===== src/include/scr_pkg.sv =====
// Constants, character codes and carrier types for the sensor command responder
package scr_pkg;

  // Character codes
  localparam logic [7:0] CH_CR    = 8'h0d;
  localparam logic [7:0] CH_LF    = 8'h0a;
  localparam logic [7:0] CH_QM    = 8'h3f;
  localparam logic [7:0] CH_BANG  = 8'h21;
  localparam logic [7:0] CH_PLUS  = 8'h2b;
  localparam logic [7:0] CH_MINUS = 8'h2d;
  localparam logic [7:0] CH_DOT   = 8'h2e;
  localparam logic [7:0] CH_ZERO  = 8'h30;
  localparam logic [7:0] CH_ONE   = 8'h31;
  localparam logic [7:0] CH_THREE = 8'h33;
  localparam logic [7:0] CH_A     = 8'h41;
  localparam logic [7:0] CH_C     = 8'h43;
  localparam logic [7:0] CH_D     = 8'h44;
  localparam logic [7:0] CH_I     = 8'h49;
  localparam logic [7:0] CH_M     = 8'h4d;
  localparam logic [7:0] CH_R     = 8'h52;
  localparam logic [7:0] CH_END   = 8'h00;
  localparam logic [7:0] CH_LO_A  = 8'h61;
  localparam logic [7:0] CH_LO_Z  = 8'h7a;
  localparam logic [7:0] CH_UP_Z  = 8'h5a;
  localparam logic [7:0] CH_NINE  = 8'h39;
  localparam logic [3:0] DIGIT_HI = 4'h3;

  // Address as shipped
  localparam logic [7:0] ADDR_RST = CH_ZERO;

  // Measurement acknowledgement fields: wait time in seconds and value counts
  localparam logic [23:0] ACK_WAIT_S   = {CH_ZERO, CH_ZERO, CH_ONE};
  localparam logic [7:0]  ACK_COUNT1   = CH_THREE;
  localparam logic [15:0] ACK_COUNT2   = {CH_ZERO, CH_THREE};

  // Reply geometry in characters, with the BODY_W, IDX_W and CNT_W widths in bits
  localparam int unsigned BODY_MAX     = 33;
  localparam int unsigned BODY_W       = BODY_MAX * 8;
  localparam int unsigned IDX_W        = 6;
  localparam int unsigned SER_MAX      = 13;
  localparam int unsigned ID_FIXED_LEN = 20;
  localparam int unsigned ACKM_LEN     = 5;
  localparam int unsigned ACKC_LEN     = 6;
  localparam int unsigned DATA_LEN     = 17;
  localparam int unsigned ADDR_LEN     = 1;
  localparam int unsigned TAIL_STD     = 2;
  localparam int unsigned TAIL_META    = 6;
  localparam int unsigned CMD_MAX      = 4;
  localparam int unsigned CNT_W        = 3;

  localparam logic [IDX_W-1:0] LEN_ID   = IDX_W'(ID_FIXED_LEN);
  localparam logic [IDX_W-1:0] LEN_ACKM = IDX_W'(ACKM_LEN);
  localparam logic [IDX_W-1:0] LEN_ACKC = IDX_W'(ACKC_LEN);
  localparam logic [IDX_W-1:0] LEN_DATA = IDX_W'(DATA_LEN);
  localparam logic [IDX_W-1:0] LEN_ADDR = IDX_W'(ADDR_LEN);
  localparam logic [IDX_W-1:0] LEN_TSTD = IDX_W'(TAIL_STD);
  localparam logic [IDX_W-1:0] LEN_TMET = IDX_W'(TAIL_META);

  localparam logic [CNT_W-1:0] CNT_ONE   = 3'h1;
  localparam logic [CNT_W-1:0] CNT_TWO   = 3'h2;
  localparam logic [CNT_W-1:0] CNT_THREE = 3'h3;
  localparam logic [CNT_W-1:0] CNT_FULL  = 3'h4;

  typedef enum logic [2:0] {
    K_ADDR  = 3'h0,
    K_ID    = 3'h1,
    K_ACKM  = 3'h3,
    K_ACKC  = 3'h2,
    K_DATA  = 3'h6,
    K_DATAR = 3'h7
  } scr_kind_t;

  typedef enum logic [1:0] {
    MK_M = 2'h0,
    MK_C = 2'h1,
    MK_R = 2'h3
  } scr_mkind_t;

  typedef enum logic [0:0] {
    ST_IDLE = 1'b0,
    ST_SEND = 1'b1
  } scr_state_t;

  // One character from or to the line framer
  typedef struct packed {
    logic       valid;
    logic [6:0] ch;
  } scr_char_t;

  // Reading from the transducer front end, in BCD
  typedef struct packed {
    logic        p_neg;
    logic [23:0] p_bcd;
    logic        t_neg;
    logic [15:0] t_bcd;
    logic [3:0]  status;
  } scr_meas_t;

  // Metadata characters made by the checksum block
  typedef struct packed {
    logic [7:0] sum;
    logic [7:0] crc;
  } scr_meta_t;

endpackage


===== src/logic/scr_responder.sv =====
// Command interpreter and reply formatter for the sensor side of the one-wire bus
`timescale 1ns/10ps

module scr_responder #(
  parameter logic [63:0]        VENDOR      = "ACMEX   ",      // Arbitrary value
  parameter logic [47:0]        MODEL       = "PT01  ",        // Arbitrary value
  parameter logic [23:0]        VERSION     = "101",           // Arbitrary value
  parameter logic [103:0]       SERIAL      = "PT0-000042   ", // Arbitrary value
  parameter logic [5:0]         SERIAL_LEN  = 6'h0a,           // Characters of SERIAL used
  parameter logic [7:0]         SENSOR_TYPE = 8'h2a            // Arbitrary value
) (
  input  wire logic             clk,         // 40 MHz clock
  input  wire logic             rstn,        // Synchronous reset, active low
  input  wire scr_pkg::scr_char_t rx,        // Received command character
  output scr_pkg::scr_char_t    tx,          // Reply character to send
  input  wire logic             tx_ready,    // Framer takes tx this cycle
  output logic                  meas_start,  // One-cycle request for a reading
  input  wire logic             meas_done,   // One-cycle pulse, reading ready
  input  wire scr_pkg::scr_meas_t meas_data, // Reading, valid with meas_done
  input  wire scr_pkg::scr_meta_t meta,      // Checksum and CRC characters
  output logic [7:0]            addr,        // Current bus address
  output logic                  busy         // Reply in progress
);
  import scr_pkg::*;

  scr_state_t               state_r;
  scr_kind_t                kind_r;
  logic [IDX_W-1:0]         idx_r;
  logic [7:0]               addr_r;
  logic [7:0]               cmd_r [CMD_MAX];
  logic [CNT_W-1:0]         cnt_r;
  logic                     pend_r;
  scr_mkind_t               mkind_r;
  scr_meas_t                data_r;
  logic                     data_ok_r;
  logic                     notify_r;
  scr_kind_t                notify_kind_r;
  scr_char_t                tx_r;
  logic                     meas_start_r;
  logic                     busy_r;

  logic                     dec_go;
  scr_kind_t                dec_kind;
  logic                     dec_meas;
  scr_mkind_t               dec_mkind;
  logic                     dec_addr_we;
  logic                     launch;
  scr_kind_t                launch_kind;
  logic [BODY_W-1:0]        body;
  logic [BODY_W-1:0]        tail;
  logic [IDX_W-1:0]         blen;
  logic [IDX_W-1:0]         tlen;
  logic [7:0]               cur;
  logic [7:0]               rx_ch;
  logic                     addr_hit;
  logic                     addr_exact;
  logic                     send_done;

  function automatic logic [7:0] pick(input logic [BODY_W-1:0] s, input logic [IDX_W-1:0] i);
    pick = s[BODY_W-8-8*int'(i) +: 8];
  endfunction

  function automatic logic in_range(input logic [7:0] c, input logic [7:0] lo, input logic [7:0] hi);
    in_range = c >= lo && c <= hi;
  endfunction

  function automatic logic is_alnum(input logic [7:0] c);
    is_alnum = in_range(c, CH_ZERO, CH_NINE) || in_range(c, CH_A, CH_UP_Z) ||
               in_range(c, CH_LO_A, CH_LO_Z);
  endfunction

  // Wildcard is honoured only where the caller allows it
  function automatic logic addr_match(input logic [7:0] c, input logic [7:0] own, input logic wild);
    addr_match = (c == own) || (wild && c == CH_QM);
  endfunction

  function automatic logic [7:0] digit(input logic [3:0] n);
    digit = {DIGIT_HI, n};
  endfunction

  function automatic logic [7:0] sign(input logic neg);
    sign = neg ? CH_MINUS : CH_PLUS;
  endfunction

  // Data body behind the address; the point sits at a fixed digit count from the front end
  function automatic logic [(DATA_LEN-ADDR_LEN)*8-1:0] fmt_data(input scr_meas_t m);
    fmt_data = {sign(m.p_neg),
                digit(m.p_bcd[23:20]), digit(m.p_bcd[19:16]), digit(m.p_bcd[15:12]),
                CH_DOT,
                digit(m.p_bcd[11:8]), digit(m.p_bcd[7:4]), digit(m.p_bcd[3:0]),
                sign(m.t_neg),
                digit(m.t_bcd[15:12]), digit(m.t_bcd[11:8]),
                CH_DOT,
                digit(m.t_bcd[7:4]), digit(m.t_bcd[3:0]),
                CH_PLUS, digit(m.status)};
  endfunction

  assign rx_ch      = {1'b0, rx.ch};
  assign addr_hit   = addr_match(cmd_r[0], addr_r, 1'b1);
  assign addr_exact = addr_match(cmd_r[0], addr_r, 1'b0);

  // Decode a complete command on its terminating character
  always_comb begin
    dec_go      = 1'b0;
    dec_kind    = K_ADDR;
    dec_meas    = 1'b0;
    dec_mkind   = MK_M;
    dec_addr_we = 1'b0;
    if (state_r == ST_IDLE && rx.valid && rx_ch == CH_BANG && addr_hit) begin
      case (cnt_r)
        CNT_ONE: begin
          dec_go = 1'b1;
        end
        CNT_TWO: begin
          case (cmd_r[1])
            CH_I: begin
              dec_go   = 1'b1;
              dec_kind = K_ID;
            end
            CH_M: begin
              dec_go    = 1'b1;
              dec_kind  = K_ACKM;
              dec_meas  = 1'b1;
              dec_mkind = MK_M;
            end
            CH_C: begin
              dec_go    = 1'b1;
              dec_kind  = K_ACKC;
              dec_meas  = 1'b1;
              dec_mkind = MK_C;
            end
            default: dec_go = 1'b0;
          endcase
        end
        // Change-address needs the exact address; a wildcard there would rename every sensor
        CNT_THREE: begin
          if (cmd_r[1] == CH_A && addr_exact && is_alnum(cmd_r[2])) begin
            dec_go      = 1'b1;
            dec_addr_we = 1'b1;
          end else if (cmd_r[1] == CH_D && cmd_r[2] == CH_ZERO) begin
            dec_go   = 1'b1;
            dec_kind = data_ok_r ? K_DATA : K_ADDR;
          end else if (cmd_r[1] == CH_R && cmd_r[2] == CH_ZERO) begin
            dec_meas  = 1'b1;
            dec_mkind = MK_R;
          end
        end
        default: dec_go = 1'b0;
      endcase
    end
  end

  // A fresh command wins the idle slot; a pending notice goes out on the next one, unless that command starts a measurement, which drops it
  assign launch      = state_r == ST_IDLE && (dec_go || notify_r);
  assign launch_kind = dec_go ? dec_kind : notify_kind_r;

  // Command character buffer; characters beyond the buffer spoil the command
  // A stray terminator with nothing buffered only clears the count
  always_ff @(posedge clk) begin
    if (!rstn) begin
      cnt_r <= '0;
      for (int i = 0; i < CMD_MAX; i++) begin
        cmd_r[i] <= CH_END;
      end
    end else if (state_r == ST_SEND) begin
      cnt_r <= '0;
    end else if (rx.valid) begin
      if (rx_ch == CH_BANG) begin
        cnt_r <= '0;
      end else if (cnt_r != CNT_FULL) begin
        cmd_r[cnt_r[1:0]] <= rx_ch;
        cnt_r             <= cnt_r + CNT_ONE;
      end
    end
  end

  // New address is live from the decode edge, so the reply already carries it
  always_ff @(posedge clk) begin
    if (!rstn) begin
      addr_r <= ADDR_RST;
    end else if (dec_addr_we) begin
      addr_r <= cmd_r[2];
    end
  end

  // Measurement bookkeeping; a new measure command supersedes an unfinished one
  always_ff @(posedge clk) begin
    if (!rstn) begin
      pend_r        <= 1'b0;
      mkind_r       <= MK_M;
      data_r        <= '0;
      data_ok_r     <= 1'b0;
      notify_r      <= 1'b0;
      notify_kind_r <= K_ADDR;
      meas_start_r  <= 1'b0;
    end else begin
      meas_start_r <= dec_meas;
      if (dec_meas) begin
        pend_r    <= 1'b1;
        mkind_r   <= dec_mkind;
        data_ok_r <= 1'b0;
        notify_r  <= 1'b0;
      end else if (meas_done && pend_r) begin
        pend_r    <= 1'b0;
        data_r    <= meas_data;
        data_ok_r <= 1'b1;
        // A concurrent reading stays silent until the logger asks for it
        notify_r  <= mkind_r != MK_C;
        notify_kind_r <= (mkind_r == MK_R) ? K_DATAR : K_ADDR;
      end else if (launch && !dec_go) begin
        notify_r <= 1'b0;
      end
    end
  end

  // Reply body, left aligned
  always_comb begin
    body = '0;
    blen = LEN_ADDR;
    body[BODY_W-1 -: 8] = addr_r;
    case (kind_r)
      K_ID: begin
        body[BODY_W-1 -: ID_FIXED_LEN*8] = {addr_r, CH_ONE, CH_THREE, VENDOR, MODEL, VERSION};
        body[BODY_W-1-ID_FIXED_LEN*8 -: SER_MAX*8] = SERIAL;
        blen = LEN_ID + SERIAL_LEN;
      end
      K_ACKM: begin
        body[BODY_W-1 -: ACKM_LEN*8] = {addr_r, ACK_WAIT_S, ACK_COUNT1};
        blen = LEN_ACKM;
      end
      K_ACKC: begin
        body[BODY_W-1 -: ACKC_LEN*8] = {addr_r, ACK_WAIT_S, ACK_COUNT2};
        blen = LEN_ACKC;
      end
      K_DATA, K_DATAR: begin
        body[BODY_W-1 -: DATA_LEN*8] = {addr_r, fmt_data(data_r)};
        blen = LEN_DATA;
      end
      default: blen = LEN_ADDR;
    endcase
  end

  // Reply tail; only the continuous read carries metadata
  // Metadata is read live, so the checksum block must hold it for the whole reply
  always_comb begin
    tail = '0;
    if (kind_r == K_DATAR) begin
      tail[BODY_W-1 -: TAIL_META*8] = {CH_CR, SENSOR_TYPE, meta.sum, meta.crc, CH_CR, CH_LF};
      tlen = LEN_TMET;
    end else begin
      tail[BODY_W-1 -: TAIL_STD*8] = {CH_CR, CH_LF};
      tlen = LEN_TSTD;
    end
  end

  always_comb begin
    if (idx_r < blen) begin
      cur = pick(body, idx_r);
    end else if (idx_r < blen + tlen) begin
      cur = pick(tail, idx_r - blen);
    end else begin
      cur = CH_END;
    end
  end

  // Reply sequencer: one character offered at a time, held until taken
  // The next character loads on the take edge, so a framer that never stalls sees no gaps
  always_ff @(posedge clk) begin
    if (!rstn) begin
      state_r <= ST_IDLE;
      kind_r  <= K_ADDR;
      idx_r   <= '0;
      tx_r    <= '0;
    end else begin
      case (state_r)
        ST_IDLE: begin
          if (launch) begin
            state_r <= ST_SEND;
            kind_r  <= launch_kind;
            idx_r   <= '0;
          end
        end
        ST_SEND: begin
          if (!tx_r.valid || tx_ready) begin
            if (cur == CH_END) begin
              tx_r.valid <= 1'b0;
              state_r    <= ST_IDLE;
            end else begin
              tx_r.valid <= 1'b1;
              tx_r.ch    <= cur[6:0];
              idx_r      <= idx_r + 1'b1;
            end
          end
        end
        default: state_r <= ST_IDLE;
      endcase
    end
  end

  // Last character taken and nothing left to offer
  assign send_done = state_r == ST_SEND && (!tx_r.valid || tx_ready) && cur == CH_END;

  // Own flop so the port follows the sequencer without hanging off its decode
  always_ff @(posedge clk) begin
    if (!rstn) begin
      busy_r <= 1'b0;
    end else if (launch) begin
      busy_r <= 1'b1;
    end else if (send_done) begin
      busy_r <= 1'b0;
    end
  end

  assign tx         = tx_r;
  assign meas_start = meas_start_r;
  assign addr       = addr_r;
  assign busy       = busy_r;

endmodule


===== config.mk =====
export PLATFORM = sky130hd
export DESIGN_NAME = scr_responder
export DESIGN_NICKNAME = d
export VERILOG_FILES = /design/src/include/scr_pkg.sv /design/src/logic/scr_responder.sv
export SDC_FILE = /design/constraint.sdc
export NUM_CORES = 1
export LEC_CHECK = 0
export BUFFER_PORTS_ARGS = -buffer_cell sky130_fd_sc_hd__buf_2
export CAP_MARGIN = 5
export CORE_MARGIN = 8
export CORE_UTILIZATION = 30
export CTS_BUF_LIST = sky130_fd_sc_hd__clkbuf_16
export DETAILED_ROUTE_END_ITERATION = 8
export SLEW_MARGIN = 5
export SYNTH_ARGS = -nofsm -noshare
export SYNTH_HDL_FRONTEND = slang
export SYNTH_SLANG_ARGS = --single-unit
export TNS_END_PERCENT = 5

===== constraint.sdc =====
create_clock -name clk -period 4.34 [get_ports clk]
set_input_delay 0 -clock clk [delete_from_list [all_inputs] [get_ports clk]]
set_output_delay 0 -clock clk [all_outputs]
set_load 0.1 [all_outputs]

==> run_summary.xml <==
<?xml version="1.0" encoding="UTF-8"?>
<metrics>
  <group name="run_status">
    <metric name="run_status" unit="">finished, final reports clean</metric>
  </group>
  <group name="floorplan">
    <metric name="boundaryPins" unit="">92</metric>
    <metric name="die_w" unit="um">166</metric>
    <metric name="total_number_of_placement_rows" unit="">55</metric>
    <metric name="chipHeight" unit="um">166</metric>
    <metric name="die_area" unit="um^2">27500</metric>
    <metric name="initial_core_util" unit="">0.301</metric>
    <metric name="design.core.area" unit="um^2">22400</metric>
  </group>
  <group name="drt">
    <metric name="detailroute.via_count" unit="">6592</metric>
    <metric name="finalWirelength" unit="um">20500</metric>
    <metric name="dr_top_layer" unit="">met4</metric>
    <metric name="antenna_violating_nets_post_route" unit="">0</metric>
    <metric name="route.met3.wl" unit="um">610</metric>
    <metric name="wl_met1" unit="um">8910</metric>
    <metric name="wl_met2" unit="um">10300</metric>
    <metric name="drt-wirelength-per-cell" unit="um">16.4</metric>
    <metric name="drtPass1Iterations" unit="">5</metric>
    <metric name="drt_iter0_drc" unit="">456</metric>
    <metric name="drc" unit="">0</metric>
    <metric name="routed_via_density" unit="">5.25</metric>
  </group>
  <group name="cells_and_area">
    <metric name="layout-drive-gt1-share" unit="">0.163</metric>
    <metric name="leading_cell_type_in_the_layout_fill_and_taps_excluded" unit="">nand2_1</metric>
    <metric name="final-instance-count-excl-fill" unit="">1255</metric>
    <metric name="commonest_cells_after_routing_fill_and_taps_aside" unit="">151 x nand2_1, 96 x a21oi_1, 90 x buf_2</metric>
    <metric name="syn_to_final_growth" unit="%">23.8</metric>
    <metric name="design.final.nets" unit="">1059</metric>
    <metric name="fillerInstances" unit="">2293</metric>
    <metric name="num_antenna_cells" unit="">0</metric>
  </group>
  <group name="cts">
    <metric name="cts-buffers-inserted" unit="">9</metric>
    <metric name="cts_tree" unit="">built</metric>
    <metric name="ctsLongestPathBuffers" unit="">2</metric>
    <metric name="numClockSinks" unit="">103</metric>
    <metric name="htree_num_levels" unit="">3</metric>
    <metric name="root_buffer" unit="">clkbuf_16</metric>
    <metric name="cts_post_setup_buffers_inserted" unit="">0</metric>
    <metric name="clk_latency" unit="ns">0.36</metric>
    <metric name="clk_transition_reported_paths" unit="ns">0.07</metric>
  </group>
  <group name="place">
    <metric name="io_buffer_count" unit="">90</metric>
    <metric name="gp_routability_congestion" unit="">0.894</metric>
    <metric name="dp_hpwl" unit="um">15100</metric>
    <metric name="placedCellCount" unit="">1183</metric>
    <metric name="worst_slack_at_placement" unit="ns">0.136</metric>
  </group>
  <group name="timing">
    <metric name="clock-skew-final" unit="ns">0.00732</metric>
    <metric name="achievable-frequency" unit="MHz">245</metric>
    <metric name="timing.final.hold_violations" unit="">0</metric>
    <metric name="smallest_hold_slack" unit="ns">0.0494</metric>
    <metric name="finalSetupViolations" unit="">0</metric>
    <metric name="rsz_0062_raised_after_global_routing" unit="">false</metric>
    <metric name="timing.max_slew.rel_slack" unit="">0.287</metric>
    <metric name="layout_worst_path_cycle_share" unit="">0.940</metric>
    <metric name="maxSlewViolCount" unit="">0</metric>
    <metric name="setup_total_negative_slack" unit="ns">0</metric>
    <metric name="setup_slack" unit="ns">0.261</metric>
    <metric name="final.min_clock_period" unit="ns">4.08</metric>
    <metric name="max_slew.worst_pin.slew" unit="ns">1.07</metric>
  </group>
  <group name="worst_setup_path">
    <metric name="cp_data_arrival_time" unit="ns">4.36</metric>
    <metric name="largest_stage_delay_on_the_critical_path" unit="ns">0.57</metric>
    <metric name="worstPathCellList" unit="">xor2_1 -&gt; nand2_1 -&gt; ha_1 -&gt; inv_1 -&gt; fa_1 -&gt; ha_1 -&gt; inv_1 -&gt; nor3_1 -&gt; nand3_1 -&gt; mux2_2 -&gt; nor2b_1 -&gt; o31a_1 -&gt; and4_4 -&gt; a31oi_1 -&gt; o2bb2ai_1</metric>
    <metric name="crit_path_end_kind" unit="">register</metric>
    <metric name="startpoint_type" unit="">register</metric>
    <metric name="timing.critical_path.fanout_max" unit="">13</metric>
    <metric name="crit_path_start" unit="">kind_r[0]$_SDFFE_PN0P_</metric>
    <metric name="timing.rr.end" unit="">busy$_SDFFE_PN0P_</metric>
    <metric name="reg2regPathDepth" unit="">15</metric>
    <metric name="worst-endpoint-required" unit="ns">4.62</metric>
    <metric name="crit-reg2reg-launch" unit="">kind_r[0]$_SDFFE_PN0P_</metric>
    <metric name="highest_delay_cell_along_the_critical_path" unit="">dfxtp_1</metric>
    <metric name="worst-r2r-setup-slack" unit="ns">0.26</metric>
    <metric name="crit_type" unit="">register to register</metric>
  </group>
  <group name="run">
    <metric name="max_cap_viol" unit="">0</metric>
  </group>
  <group name="hold_path">
    <metric name="min_to" unit="">addr[5]$_SDFFE_PN1P_</metric>
    <metric name="hp-class" unit="">input pin to register</metric>
    <metric name="hp-start" unit="">rstn</metric>
    <metric name="number_of_cells_traversed_by_the_worst_hold_path" unit="">2</metric>
  </group>
  <group name="synthesis">
    <metric name="yosys.cell_types.count" unit="">88</metric>
    <metric name="synthArstFlopShare" unit="">0</metric>
    <metric name="synthesis.area_per_instance" unit="um^2">8.02</metric>
    <metric name="number_of_storage_elements_in_the_synthesis_netlist" unit="">103</metric>
    <metric name="yosysSeqAreaShare" unit="">0.337</metric>
    <metric name="syn_area" unit="um^2">6740</metric>
    <metric name="postSynthCellCount" unit="">840</metric>
    <metric name="synth.yosys.warnings" unit="">0</metric>
    <metric name="postSynthNetCount" unit="">934</metric>
    <metric name="post_synth_edffs" unit="">21</metric>
    <metric name="synth_flop_cell" unit="">dfxtp_1</metric>
  </group>
  <group name="global_routing">
    <metric name="first_global_vias" unit="">6598</metric>
    <metric name="grt_remaining_overflow" unit="">0</metric>
    <metric name="largest_net_degree_at_the_start_of_global_routing" unit="">63</metric>
    <metric name="grt_pass1_wl" unit="um">33500</metric>
    <metric name="global_route.usage.total" unit="">0.147</metric>
    <metric name="grt_antenna_before_repair" unit="">0</metric>
  </group>
  <group name="power">
    <metric name="power_total" unit="mW">1.94</metric>
    <metric name="total_power_per_unit_cell_area" unit="nW/um^2">232</metric>
    <metric name="worst_vdd_ir" unit="mV">0.180</metric>
    <metric name="p_leak" unit="nW">3.09</metric>
  </group>
</metrics>
-- repair_timing --
action | 4_1_cts | 5_1_grt
hold buffers | 56 | 0
gates resized for setup | 0 | 3
hold endpoints to repair | 68 | 0
endpoints found under the setup margin | 0 | 9
-- sequential cells by signal, indices dropped and copies added (netlist names), 2 cells and up --
name,cells
mkind_r,2
idx_r,6
addr,7
cmd_r,21
data_r,46
tx,8
cnt_r,3
kind_r,3
-- area by class of cell --
type | count | area [um^2] | share of cell area
clock buffers | 9 | 225 | 0.0270
well taps | 285 | 357 | 0.0427
clock inverters | 7 | 63.8 | 0.00765
inverters | 20 | 75.1 | 0.00900
flip-flops and latches | 103 | 2270 | 0.272
multi-input cells | 662 | 4170 | 0.500
repair buffers | 169 | 1180 | 0.142
-- kinds of logic (layout without fill, tap and decap cells) --
group	Yosys count	count (layout)	synth area share
other cells	1	1	0.000556
flops	103	103	0.337
buf+inv	75	205	0.0466
fa+ha+maj	20	20	0.0405
simple gates	343	343	0.257
compound gates	243	243	0.236
mux	30	30	0.0475
xor+xnor	25	25	0.0345
-- synth_stat cells (all sizes together), types with 8 or more instances --
library cell,instances,area (um^2)
a211oi,11,87.6
buf,21,111
nand2b,17,106
inv,18,67.6
nor3,18,90.1
nand2,151,567
edfxtp,21,631
o21ai,41,205
nor2,36,135
xnor2,17,149
clkbuf,34,128
nor3b,8,65.1
or3,8,50.1
mux2i,23,230
and2,26,165
a21oi,97,497
nor2b,11,68.8
and3,10,62.6
dfxtp,82,1640
nand3,16,80.1
nand4,8,50.1
ha,17,213
-- layer usage --
layer  track usage  up-vias
li1              -     3293
met1         0.172     3124
met2         0.257      130
met3        0.0214       45
met4        0.0719        0
met5             0        -
-- worst max-delay path: cells and delay by family (launching register included) --
family	cells	cell delay, ns
DFF	1	0.57
AOI/OAI and AO/OA	3	0.75
xor gates and xnor gates	1	0.24
muxes	1	0.28
buffers and inverters	2	0.19
adders and majority gates	3	1.13
and+or+nand+nor	5	0.84
-- power breakdown --
group	switching, mW	total, mW	leakage [nW]	internal [mW]
clock	0.386	0.788	0.143	0.402
combinational	0.0666	0.143	2.06	0.0766
sequential	0.0141	1.00	0.879	0.991
total	0.466	1.94	3.09	1.47
-- per-stage QoR --
| step | instance area, um^2 | util |
|---|---|---|
| floorplan | 6740 | - |
| global placement | 7480 | 0.334 |
| detailed placement | 7480 | 0.334 |
| CTS | 8330 | 0.372 |
| global route | 8350 | 0.373 |
| finish | 8350 | 0.373 |
-- how the worst max path moves through the flow --
| stage | end | cells after the start | slack, ns |
|---|---|---|---|
| 6_report | busy$_SDFFE_PN0P_ | 15 | 0.26 |
| 5_1_grt | tx[5]$_SDFFE_PN0P_ | 13 | 0.05 |
| 4_1_cts | tx[2]$_SDFFE_PN0P_ | 13 | 0.14 |
| 3_5_place_dp | tx[2]$_SDFFE_PN0P_ | 13 | 0.14 |
| 3_3_place_gp | tx[0]$_SDFFE_PN0P_ | 13 | 0.31 |
| 2_1_floorplan | idx_r[5]$_SDFFE_PN0P_ | 19 | 0.15 |
No activity file was read; power rests on OpenSTA's default activity.
